File: src/rtl/gsw_pkg.sv
// Package: constants for the strap, pin and wake logic
package gsw_pkg;
  localparam int GSW_PINS = 8;
  // Register offsets (byte addresses, one word each)
  localparam logic [7:0] GSW_REG_OE = 8'h00;
  localparam logic [7:0] GSW_REG_OUT = 8'h04;
  localparam logic [7:0] GSW_REG_IN = 8'h08;
  localparam logic [7:0] GSW_REG_STRAP = 8'h0c;
  localparam logic [7:0] GSW_REG_STATUS = 8'h10;
  localparam logic [7:0] GSW_REG_MASK = 8'h14;
  localparam logic [7:0] GSW_REG_WAKECTL = 8'h18;
  // Strap field positions on the pins
  localparam int GSW_ORG_BIT = 7;
  localparam int GSW_RXT_HI = 6;
  localparam int GSW_RXT_LO = 5;
  localparam int GSW_TXT_HI = 4;
  localparam int GSW_TXT_LO = 3;
  localparam int GSW_DEQ_HI = 2;
  localparam int GSW_DEQ_LO = 0;
  // Reset values of captured straps (unstrapped defaults) and of the output enables
  localparam logic GSW_ORG_RST = 1'b0;
  localparam logic [1:0] GSW_RXT_RST = 2'h0;
  localparam logic [1:0] GSW_TXT_RST = 2'h0;
  localparam logic [2:0] GSW_DEQ_RST = 3'h4;
  localparam logic [7:0] GSW_OE_RST = 8'h00;
  // Status bits
  localparam int GSW_ST_WAKE = 0;
  localparam int GSW_ST_RING = 1;
  localparam int GSW_ST_W = 2;
endpackage

File: src/rtl/gsw_strap_cap.sv
// Strap capture: samples the pins once after system reset release
`timescale 1ns/1ps
`default_nettype none
module gsw_strap_cap
  import gsw_pkg::*;
(
  input wire logic clk_sys,
  input wire logic rst,
  input wire logic system_reset_n,
  input wire logic [7:0] pin_in,
  output logic strap_done,
  output logic eeprom_org_strap,
  output logic [1:0] rx_termination_code,
  output logic [1:0] tx_termination_code,
  output logic [2:0] driver_equalization_code
);
  logic done;
  logic next_done;
  logic org;
  logic next_org;
  logic [1:0] rxt;
  logic [1:0] next_rxt;
  logic [1:0] txt;
  logic [1:0] next_txt;
  logic [2:0] deq;
  logic [2:0] next_deq;

  always_comb
  begin
    next_done = done;
    next_org = org;
    next_rxt = rxt;
    next_txt = txt;
    next_deq = deq;
    if (!system_reset_n)
    begin
      next_done = 1'b0;
    end
    else if (!done)
    begin
      // Clocked capture at release, never an async load from a pin
      next_done = 1'b1;
      next_org = pin_in[GSW_ORG_BIT];
      next_rxt = pin_in[GSW_RXT_HI:GSW_RXT_LO];
      next_txt = pin_in[GSW_TXT_HI:GSW_TXT_LO];
      next_deq = pin_in[GSW_DEQ_HI:GSW_DEQ_LO];
    end
  end

  always_ff @(posedge clk_sys or posedge rst)
  begin
    if (rst)
    begin
      done <= 1'b0;
      org <= GSW_ORG_RST;
      rxt <= GSW_RXT_RST;
      txt <= GSW_TXT_RST;
      deq <= GSW_DEQ_RST;
    end
    else
    begin
      done <= next_done;
      org <= next_org;
      rxt <= next_rxt;
      txt <= next_txt;
      deq <= next_deq;
    end
  end

  assign strap_done = done;
  assign eeprom_org_strap = org;
  assign rx_termination_code = rxt;
  assign tx_termination_code = txt;
  assign driver_equalization_code = deq;

  strap_hold_a: assert property (@(posedge clk_sys) disable iff (rst)
    (done && system_reset_n) |=> $stable(deq) && $stable(org))
    else $error("strap value changed after capture");
  strap_take_a: assert property (@(posedge clk_sys) disable iff (rst)
    (!done && system_reset_n) |=> done && rxt == $past(pin_in[6:5]))
    else $error("receive termination code not captured");
endmodule
`default_nettype wire

File: src/rtl/gsw_top.sv
// Top: general-purpose pins, strap capture, wake output and registers
//
// Operation
// Eight pins each act as input-only or driven according to a writable output-enable bit.
// Pin 7 sampled at initialization selects 16-bit configuration words when high, else 8-bit.
// Pins 6 and 5 sampled at initialization give the receive termination code, default 00.
// Pins 4 and 3 sampled at initialization give the transmit termination code, default 00.
// Pins 2 to 0 sampled at initialization give equalization bits 3 to 1, default 100.
// The active-low wake output asserts when channel 0 ring indication arrives in L2.
// Straps latch at system reset release and hold; then the pins follow the registers.
`timescale 1ns/1ps
`default_nettype none
module gsw_top
  import gsw_pkg::*;
#(
  parameter int PINS = GSW_PINS
)
(
  input wire logic clk_sys,
  input wire logic rst,
  input wire logic system_reset_n,
  input wire logic [PINS-1:0] gpio_in,
  output logic [PINS-1:0] gpio_out,
  output logic [PINS-1:0] gpio_oe_n,
  input wire logic ring_ch0,
  input wire logic link_in_l2,
  output logic wake_n,
  output logic eeprom_org_strap,
  output logic eeprom_word16,
  output logic [1:0] rx_termination_code,
  output logic [1:0] tx_termination_code,
  output logic [2:0] driver_equalization_code,
  output logic strap_done,
  input wire logic [7:0] reg_addr,
  input wire logic [31:0] reg_wdata,
  input wire logic reg_wr,
  input wire logic reg_rd,
  output logic [31:0] reg_rdata,
  output logic irq
);
  logic [PINS-1:0] oe;
  logic [PINS-1:0] next_oe;
  logic [PINS-1:0] dout;
  logic [PINS-1:0] next_dout;
  logic [GSW_ST_W-1:0] status;
  logic [GSW_ST_W-1:0] next_status;
  logic [GSW_ST_W-1:0] mask;
  logic [GSW_ST_W-1:0] next_mask;
  logic wake_en;
  logic next_wake_en;
  logic wake;
  logic next_wake;
  logic ring_q;
  logic next_ring_q;
  logic [31:0] rdata;
  logic [31:0] next_rdata;
  logic ring_rise;
  logic wake_set;

  function automatic logic hit(input logic [7:0] a, input logic [7:0] off);
    hit = (a == off);
  endfunction

  gsw_strap_cap u_cap (
    .clk_sys(clk_sys),
    .rst(rst),
    .system_reset_n(system_reset_n),
    .pin_in(gpio_in[7:0]),
    .strap_done(strap_done),
    .eeprom_org_strap(eeprom_org_strap),
    .rx_termination_code(rx_termination_code),
    .tx_termination_code(tx_termination_code),
    .driver_equalization_code(driver_equalization_code)
  );

  assign eeprom_word16 = eeprom_org_strap;
  assign ring_rise = ring_ch0 && !ring_q;
  assign wake_set = ring_rise && link_in_l2 && wake_en;

  always_comb
  begin
    next_oe = oe;
    next_dout = dout;
    next_mask = mask;
    next_wake_en = wake_en;
    next_ring_q = ring_ch0;
    next_wake = wake;
    next_status = status;
    next_rdata = 32'h0;
    if (reg_wr && hit(reg_addr, GSW_REG_OE))
      next_oe = reg_wdata[PINS-1:0];
    if (reg_wr && hit(reg_addr, GSW_REG_OUT))
      next_dout = reg_wdata[PINS-1:0];
    if (reg_wr && hit(reg_addr, GSW_REG_MASK))
      next_mask = reg_wdata[GSW_ST_W-1:0];
    if (reg_wr && hit(reg_addr, GSW_REG_WAKECTL))
      next_wake_en = reg_wdata[0];
    // Write-one-to-clear; a new event in the same cycle wins
    if (reg_wr && hit(reg_addr, GSW_REG_STATUS))
      next_status = status & ~reg_wdata[GSW_ST_W-1:0];
    if (wake_set)
      next_status[GSW_ST_WAKE] = 1'b1;
    if (ring_rise)
      next_status[GSW_ST_RING] = 1'b1;
    // Wake stays asserted until the link leaves L2
    if (wake_set)
      next_wake = 1'b1;
    else if (!link_in_l2)
      next_wake = 1'b0;
    if (reg_rd)
    begin
      unique case (reg_addr)
        GSW_REG_OE: next_rdata = {{(32-PINS){1'b0}}, oe};
        GSW_REG_OUT: next_rdata = {{(32-PINS){1'b0}}, dout};
        GSW_REG_IN: next_rdata = {{(32-PINS){1'b0}}, gpio_in};
        GSW_REG_STRAP: next_rdata = {24'h0, eeprom_org_strap, rx_termination_code,
          tx_termination_code, driver_equalization_code};
        GSW_REG_STATUS: next_rdata = {{(32-GSW_ST_W){1'b0}}, status};
        GSW_REG_MASK: next_rdata = {{(32-GSW_ST_W){1'b0}}, mask};
        GSW_REG_WAKECTL: next_rdata = {31'h0, wake_en};
        default: next_rdata = 32'h0;
      endcase
    end
  end

  always_ff @(posedge clk_sys or posedge rst)
  begin
    if (rst)
    begin
      oe <= GSW_OE_RST;
      dout <= '0;
      mask <= '0;
      wake_en <= 1'b1;
      ring_q <= 1'b0;
      wake <= 1'b0;
      status <= '0;
      rdata <= 32'h0;
    end
    else
    begin
      oe <= next_oe;
      dout <= next_dout;
      mask <= next_mask;
      wake_en <= next_wake_en;
      ring_q <= next_ring_q;
      wake <= next_wake;
      status <= next_status;
      rdata <= next_rdata;
    end
  end

  // Pins stay undriven until straps are taken so the board straps are read cleanly
  assign gpio_oe_n = ~(oe & {PINS{strap_done}});
  assign gpio_out = dout;
  assign wake_n = ~wake;
  assign irq = |(status & mask);
  assign reg_rdata = rdata;

  // Enable gates the pin and the wake status bit; the ring bit records every rising edge
  wake_cause_a: assert property (@(posedge clk_sys) disable iff (rst)
    (ring_ch0 && !ring_q && link_in_l2 && wake_en) |=> !wake_n)
    else $error("wake not asserted on ring in L2");
  wake_only_l2_a: assert property (@(posedge clk_sys) disable iff (rst)
    $fell(wake_n) |-> $past(link_in_l2))
    else $error("wake asserted outside L2");
  wake_hold_a: assert property (@(posedge clk_sys) disable iff (rst)
    (!wake_n && link_in_l2) |=> !wake_n)
    else $error("wake released while in L2");
  wake_end_a: assert property (@(posedge clk_sys) disable iff (rst)
    !link_in_l2 |=> wake_n)
    else $error("wake held after L2 exit");
  wake_gate_a: assert property (@(posedge clk_sys) disable iff (rst)
    (ring_ch0 && !ring_q && !wake_en && wake_n) |=> wake_n)
    else $error("wake asserted while disabled");
  ring_set_a: assert property (@(posedge clk_sys) disable iff (rst)
    (ring_ch0 && !ring_q) |=> status[GSW_ST_RING])
    else $error("ring edge not recorded");
  irq_raise_a: assert property (@(posedge clk_sys) disable iff (rst)
    (ring_ch0 && !ring_q && mask[GSW_ST_RING] && !reg_wr) |=> irq)
    else $error("interrupt not raised on ring edge");

  // Pins and register map
  oe_write_a: assert property (@(posedge clk_sys) disable iff (rst)
    (reg_wr && reg_addr == GSW_REG_OE && strap_done && system_reset_n)
    |=> gpio_oe_n == ~$past(reg_wdata[PINS-1:0]))
    else $error("output enable not applied");
  out_write_a: assert property (@(posedge clk_sys) disable iff (rst)
    (reg_wr && reg_addr == GSW_REG_OUT) |=> gpio_out == $past(reg_wdata[PINS-1:0]))
    else $error("output data not applied");
  in_read_a: assert property (@(posedge clk_sys) disable iff (rst)
    (reg_rd && reg_addr == GSW_REG_IN) |=> reg_rdata[PINS-1:0] == $past(gpio_in))
    else $error("pin levels not read back");
  no_drive_a: assert property (@(posedge clk_sys) disable iff (rst)
    !strap_done |-> &gpio_oe_n)
    else $error("pin driven before strap capture");
  oe_idle_a: assert property (@(posedge clk_sys) disable iff (rst)
    !system_reset_n |=> &gpio_oe_n)
    else $error("pin driven during system reset");
  strap_ro_a: assert property (@(posedge clk_sys) disable iff (rst)
    (reg_wr && reg_addr == GSW_REG_STRAP && strap_done && system_reset_n)
    |=> $stable(eeprom_org_strap) && $stable(rx_termination_code))
    else $error("strap value written by software");
  rdata_clear_a: assert property (@(posedge clk_sys) disable iff (rst)
    !reg_rd |=> reg_rdata == 32'h0)
    else $error("read data outlived its cycle");

  // Strap capture as seen at the top
  org_capture_a: assert property (@(posedge clk_sys) disable iff (rst)
    (!strap_done && system_reset_n) |=> eeprom_word16 == $past(gpio_in[GSW_ORG_BIT]))
    else $error("word organization not captured");
  tx_code_a: assert property (@(posedge clk_sys) disable iff (rst)
    (!strap_done && system_reset_n) |=> tx_termination_code == $past(gpio_in[4:3]))
    else $error("transmit termination code not captured");
  deq_code_a: assert property (@(posedge clk_sys) disable iff (rst)
    (!strap_done && system_reset_n) ##1 1'b1 [*2]
    |-> driver_equalization_code == $past(gpio_in[2:0], 2))
    else $error("equalization code not captured");
  strap_read_a: assert property (@(posedge clk_sys) disable iff (rst)
    (reg_rd && reg_addr == GSW_REG_STRAP) |=> reg_rdata[2:0] == $past(driver_equalization_code))
    else $error("equalization code not read back");
endmodule
`default_nettype wire

File: config.mk
export PLATFORM = sky130hd
export DESIGN_NAME = gsw_top
export DESIGN_NICKNAME = d
export VERILOG_FILES = /design/src/rtl/gsw_pkg.sv /design/src/rtl/gsw_strap_cap.sv /design/src/rtl/gsw_top.sv
export SDC_FILE = /design/constraint.sdc
export NUM_CORES = 1
export LEC_CHECK = 0
export BUFFER_PORTS_ARGS = -buffer_cell sky130_fd_sc_hd__buf_4
export CAP_MARGIN = 25
export CORE_UTILIZATION = 27
export DETAILED_ROUTE_END_ITERATION = 10
export GPL_TIMING_DRIVEN = 0
export PLACE_DENSITY_LB_ADDON = 0.08
export SYNTH_ARGS = -nofsm -noshare
export SYNTH_HDL_FRONTEND = slang
export SYNTH_HIERARCHICAL = 1
export SYNTH_SLANG_ARGS = --single-unit
File: constraint.sdc
create_clock -name clk_sys -period 1.85 [get_ports clk_sys]
set_clock_uncertainty 0.2 [all_clocks]
set_input_delay 0.2775 -clock clk_sys [delete_from_list [all_inputs] [get_ports clk_sys]]
set_output_delay 0.2775 -clock clk_sys [all_outputs]
set_load 0.005 [all_outputs]
* After elaboration in Yosys (flattened, before gate mapping)
Index checks and enable logic that the tools add are counted.
** Storage, ports and cells
- Register bits after elaboration :: 64
- Output and inout bits :: 60
** Operators by class
- Bitwise logic cells :: 7
- Reduce and logical (&&, ||, !) cells :: 14
- Equality and inequality tests :: 7
- Multiplexer cells :: 8
** Operators by type and width (number)
- $pmux 8 s7 :: 1
- $eq 8x5->1 const B :: 3
- $eq 8x4->1 const B :: 2
- $and 8x8->8 :: 1
- $eq 8x3->1 const B :: 1
- $logic_and 1x1->1 :: 8
- $logic_not 8->1 :: 1
- $mux 8 :: 1
- $not 8->8 :: 1
- $mux 1 :: 5
- $and 2x2->2 :: 2
- $reduce_bool 2->1 :: 2
- $mux 2 :: 1
- $ne 2x1->1 const B :: 1
- $not 1->1 :: 2
- $not 2->2 :: 1
- $reduce_and 2->1 :: 1
- $reduce_or 2->1 :: 1
- $logic_not 1->1 :: 1

* Depth between registers and ports, before layout
- Word-level depth :: 5
- Gate-level depth with buffers :: 6

* Cells and area by module
The synthesis kept the hierarchy.
** By module, submodules not included
- gsw_top :: cells an instance 143, area an instance 1709.1 µm², instances 1
- gsw_strap_cap :: cells an instance 20, area an instance 375.4 µm², instances 1

* Worst setup path after synthesis
No wires, ideal clock.
- Path type :: input-to-reg
- Start point :: input reg_addr[3]
- End point :: register rdata[0], in the netlist reg_rdata[0]
- Slack :: 0.219 ns
- Required time :: 1.524 ns
- Buffers on the path :: 2
- Setup time :: 0.126 ns
- Arrival :: 1.305 ns
- Stages on the path :: 5
- Cell sequence :: buf_2 > buf_2 > mux4_2 > nand2_1 > a31oi_1
** Between the ends
- Longest elaborated chain between the ends :: 3
- Elaborated cells between the ends (all ways) :: 9
** Ends and longest elaborated chain
- start, declared :: RTL line gsw_top.sv:34 : input wire logic [7:0] reg_addr,
- $eq 8x5->1 (tied with other cells) :: RTL line gsw_top.sv:112 : unique case (reg_addr)
- $pmux 8 s7 (*) :: RTL line gsw_top.sv:112
- $mux 8 (*) :: RTL line gsw_top.sv:110 : if (reg_rd)
- net next_rdata[0] :: RTL line gsw_top.sv:56 : logic [31:0] next_rdata;
- end signal, assigned :: RTL line gsw_top.sv:148 : rdata <= next_rdata;
- end, declared :: RTL line gsw_top.sv:55 : logic [31:0] rdata;
The timed path passes the listed nets; every way through them passes the cells marked *.
A chain may end at the register's enable or synchronous reset.

* Worst setup path in the final report
- Start point :: register u_cap.done, in the netlist u_cap/strap_done
- End point :: output gpio_oe_n[0]
** Between the ends
- Longest elaborated chain between the ends :: 2
** Ends and longest elaborated chain
- start, declared :: RTL line gsw_strap_cap.sv:17 : logic done;
- start signal, assigned :: RTL line gsw_strap_cap.sv:62 : done <= next_done;
- $and 8x8->8 :: RTL line gsw_top.sv:153 : assign gpio_oe_n = ~(oe & {PINS{strap_done}});
- $not 8->8 :: RTL line gsw_top.sv:153
- end, declared :: RTL line gsw_top.sv:24 : output logic [PINS-1:0] gpio_oe_n,
No other way between the ends.

==> results.txt <==
----------------------------------------------------
[Final layout]
  Fill cells ... about 760
  Most frequent standard cell in the layout excluding fill and tap cells ... sky130_fd_sc_hd__buf_4
  Proportion of layout cells with a drive suffix above 1 ... 55.6%
  Count of inserted antenna diode cells ... 0
  Most used cells in the layout excluding fill and tap cells ... 88 x sky130_fd_sc_hd__buf_4, 38 x sky130_fd_sc_hd__dfrtp_1, 24 x sky130_fd_sc_hd__conb_1, 21 x sky130_fd_sc_hd__mux2_2, 14 x sky130_fd_sc_hd__nand2_1
  Post-layout utilization of the core ... 39.9%
  Synth-to-layout area growth ... 41.2%
  Count of nets after finishing ... between 300 and 400

[Logic synthesis]
  Warning count from the yosys run ... 6
  Area of the mapped netlist ... 2080 um2
  Syn_area_per_cell ... about 13 um2
  Cells after Synth ... roughly 160
  Post-synth EDFFs ... 0
  Seq/Total Area, Yosys ... between 40% and 50%
  Flop and latch count out of synthesis ... 40
  Synth Flop Type ... sky130_fd_sc_hd__dfrtp_1
  Ys async rst share ... 100%
  Unique cell type count in the Yosys netlist ... 32

[Die]
  Count of boundary I/O pins ... ~120
  Floorplan die area ... between 8000 and 9000 um2
  Die height ... about 90 um
  Count of standard-cell rows ... 31
  Horizontal extent of the die ... between 80 and 90 um
  Core box area ... around 7400 um2
  Starting Density ... 28.3%

[Setup path]
  Data required time at the worst endpoint ... about 1.4 ns
  Crit path cell chain ... nand2_1, buf_4
  Element type at the critical path end ... output pin
  Crit path launch type ... register
  Critical path data arrival time ... between 1 and 1.5 ns
  Type of the setup path with the least slack ... reg2out
  Setup slack of the worst register-to-register path ... between 0.3 and 0.4 ns
  Maximum fanout encountered on the critical timing path ... 10
  Master of the slowest instance on the critical path ... sky130_fd_sc_hd__dfrtp_1
  Biggest cell delay along the critical path ... 0.61 ns

[Routing]
  Uppermost layer routed ... met4
  Via total after detailed routing ... ~1500
  Amount of wire on met2 after detailed routing ... roughly 2300 um
  Total wire length ... 5200 um
  Number of nets with antenna violations after detailed routing ... 0
  Detailed-routing wirelength on met1 ... ~2500 um
  Wire per inst ... approximately 14 um
  Routed met3 length ... 299 um
  Number of violations reported at the end of detailed-routing iteration 0 ... 81
  Detailed-route vias per instance ... 4.16
  Remaining design rule violation count ... 0
  Pre-antenna DRT Iters ... 4

[Timing]
  Max-slew violations ... 0
  Min cycle time layout ... approximately 1.7 ns
  Slew at the pin with the worst max-slew slack ... between 0.6 and 0.7 ns
  Final period util ... approximately nine tenths
  Final hold violation count ... 0
  Hold_ws ... 0.0151 ns
  Unrepaired setup endpoints after global routing ... no
  Slew HR ... 53.7%
  Achievable Freq ... roughly 600 MHz
  Number of endpoints failing setup at the final stage ... 0

[Placement]
  Total of buffers placed on input and output ports ... 63
  Final weighted congestion of routability-driven global placement ... 0.702
  Detailed-placement wirelength estimate ... roughly 4000 um

[Clock network]
  Post_cts resized ... 0
  TritonCTS clock tree ... done
  Clock root buffer ... sky130_fd_sc_hd__clkbuf_8
  Later-pin clock latency in the skew report ... 0.30 ns
  Clock sink count ... 40
  Maximum count of clock buffers along a single path ... 2
  TritonCTS Buffers ... 5
  Number of levels the H-tree was split into ... 2
  Number of buffers inserted by post-CTS setup repair ... 0
  Clock-pin slew on the worst setup and hold paths ... about 0.09 ns

[Global route]
  Global-route wire length before repair ... around 8300 um
  Global route total overflow ... 0
  Largest net degree at the start of global routing ... 18
  All-Layer GR Usage ... between 10% and 20%
  Vias in the first global route ... 1553
  Antenna violations before repair ... 0

[Pwr]
  Highest ir drop seen on vdd ... 0.288 mV
  Net switching component of the power ... 0.000514 W
  P_int ... ~0.0016 W
  Share of power burned in combinational logic ... about 18%
  Portion of total power attributed to the clock network ... around a third
  Sequential share of power ... ~47%
  Ratio of total power to cell area ... ~710 nW/um2
  P_leak ... between 1.5 and 2 nW
  Switching power share of the total ... 24.7%

[Run status]
  Result of the run ... complete, no violations

[Flow run]
  Max_cap viols ... 0

[Hold path]
  Hold/Removal Path Class ... in2reg

----------------------------------------------------
Yosys cell counts, drive strengths merged, types with 2 or more instances:
library cell	instances	area share, %
dfrtp	38	46
buf	31	11
mux2	29	17
nand2	14	2.5
and3	8	2.4
mux4	7	7.6
nor2	5	0.90
a22o	4	1.7
inv	4	0.72
nand3	3	0.72
a31oi	2	0.60
dfstp	2	2.5
nor3	2	1.0
flip-flops by register name (all words and copies together), names as in the netlist:
register / flops
gpio_out: 8
mask: 2
oe: 8
reg_rdata: 8
ring_q: 1
status: 2
u_cap/driver_equalization_code: 3
u_cap/eeprom_org_strap: 1
u_cap/rx_termination_code: 2
u_cap/strap_done: 1
u_cap/tx_termination_code: 2
wake: 1
wake_en: 1
cells by family after synthesis:
group | Yosys count | synth area share, %
multiplexers | 37 | 25.2
buffers and inverters | 36 | 11.6
AO/OA/AOI/OAI | 9 | 3.42
flip-flops | 40 | 48.1
AND/OR/NAND/NOR | 40 | 11.5
other | 1 | 0.180
metrics by stage:
step / setup TNS (ns) / worst slack [ns] / area, um2 / power [W] / cells
after floorplan: 0 / 0.219 / 2170 / 0.00119 / 186
after global placement: -1.85 / -0.153 / 2770 / 0.00136 / 348
after detailed placement: -1.55 / -0.149 / 2800 / 0.00137 / 349
after CTS: 0 / 0.149 / 2940 / 0.00211 / 360
after global routing: 0 / 0.0406 / 2940 / 0.00218 / 360
final: 0 / 0.191 / 2940 / 0.00208 / 360
cell type report:
type / instances / area (um2) / share of cell area, %
Inverter: 4 / 15.0 / 0.510
Sequential cell: 40 / 1000 / 34.1
Clock buffer: 5 / 68.8 / 2.34
Buffer: 31 / 223 / 7.57
Clock inverter: 3 / 42.5 / 1.45
Multi-Input combinational cell: 110 / 926 / 31.5
Timing Repair Buffer: 68 / 541 / 18.4
Tap cell: 99 / 124 / 4.21
path summary, 6_finish.rpt:
path	cells after the start	start	endpoint
worst max-delay path	2	u_cap/strap_done$_DFF_PP0_	gpio_oe_n[0]
worst max register to register	3	u_cap/strap_done$_DFF_PP0_	u_cap/tx_termination_code[0]$_DFFE_PP0P_
max in group asynchronous	4	rst	wake_en$_DFFE_PP1P_
worst min-delay path	2	gpio_in[5]	u_cap/rx_termination_code[0]$_DFFE_PP0P_
min in group asynchronous	3	rst	u_cap/rx_termination_code[0]$_DFFE_PP0P_
worst min register to register	1	wake$_DFFE_PP0P_	wake$_DFFE_PP0P_
power by group through the flow:
stage | Sequential (W) | Combinational, W | Clock (W)
after floorplan | 0.000981 | 0.000205 | 0
after global placement | 0.000995 | 0.000366 | 0
after detailed placement | 0.000994 | 0.000376 | 0
after CTS | 0.000981 | 0.000379 | 0.000753
after global routing | 0.000987 | 0.000407 | 0.000783
final | 0.000980 | 0.000376 | 0.000724
per-layer routing:
metal	global-route usage (%)	up-vias
met2	19.9	60
met5	0	-
met3	3.38	7
met1	19.0	709
li1	-	720
met4	4.44	0
worst max-delay path: cells and delay by family, from the launching register on:
family                 cells  cell delay (ns)
buffers and inverters      1             0.15
DFF                        1             0.61
and+or+nand+nor            1             0.12
what timing repair did:
item | in CTS | in global routing
endpoints found under the hold margin | 25 | 0
endpoints found under the setup margin | 2 | 0
hold buffers | 4 | 0
(Power assumes the default switching activity.)
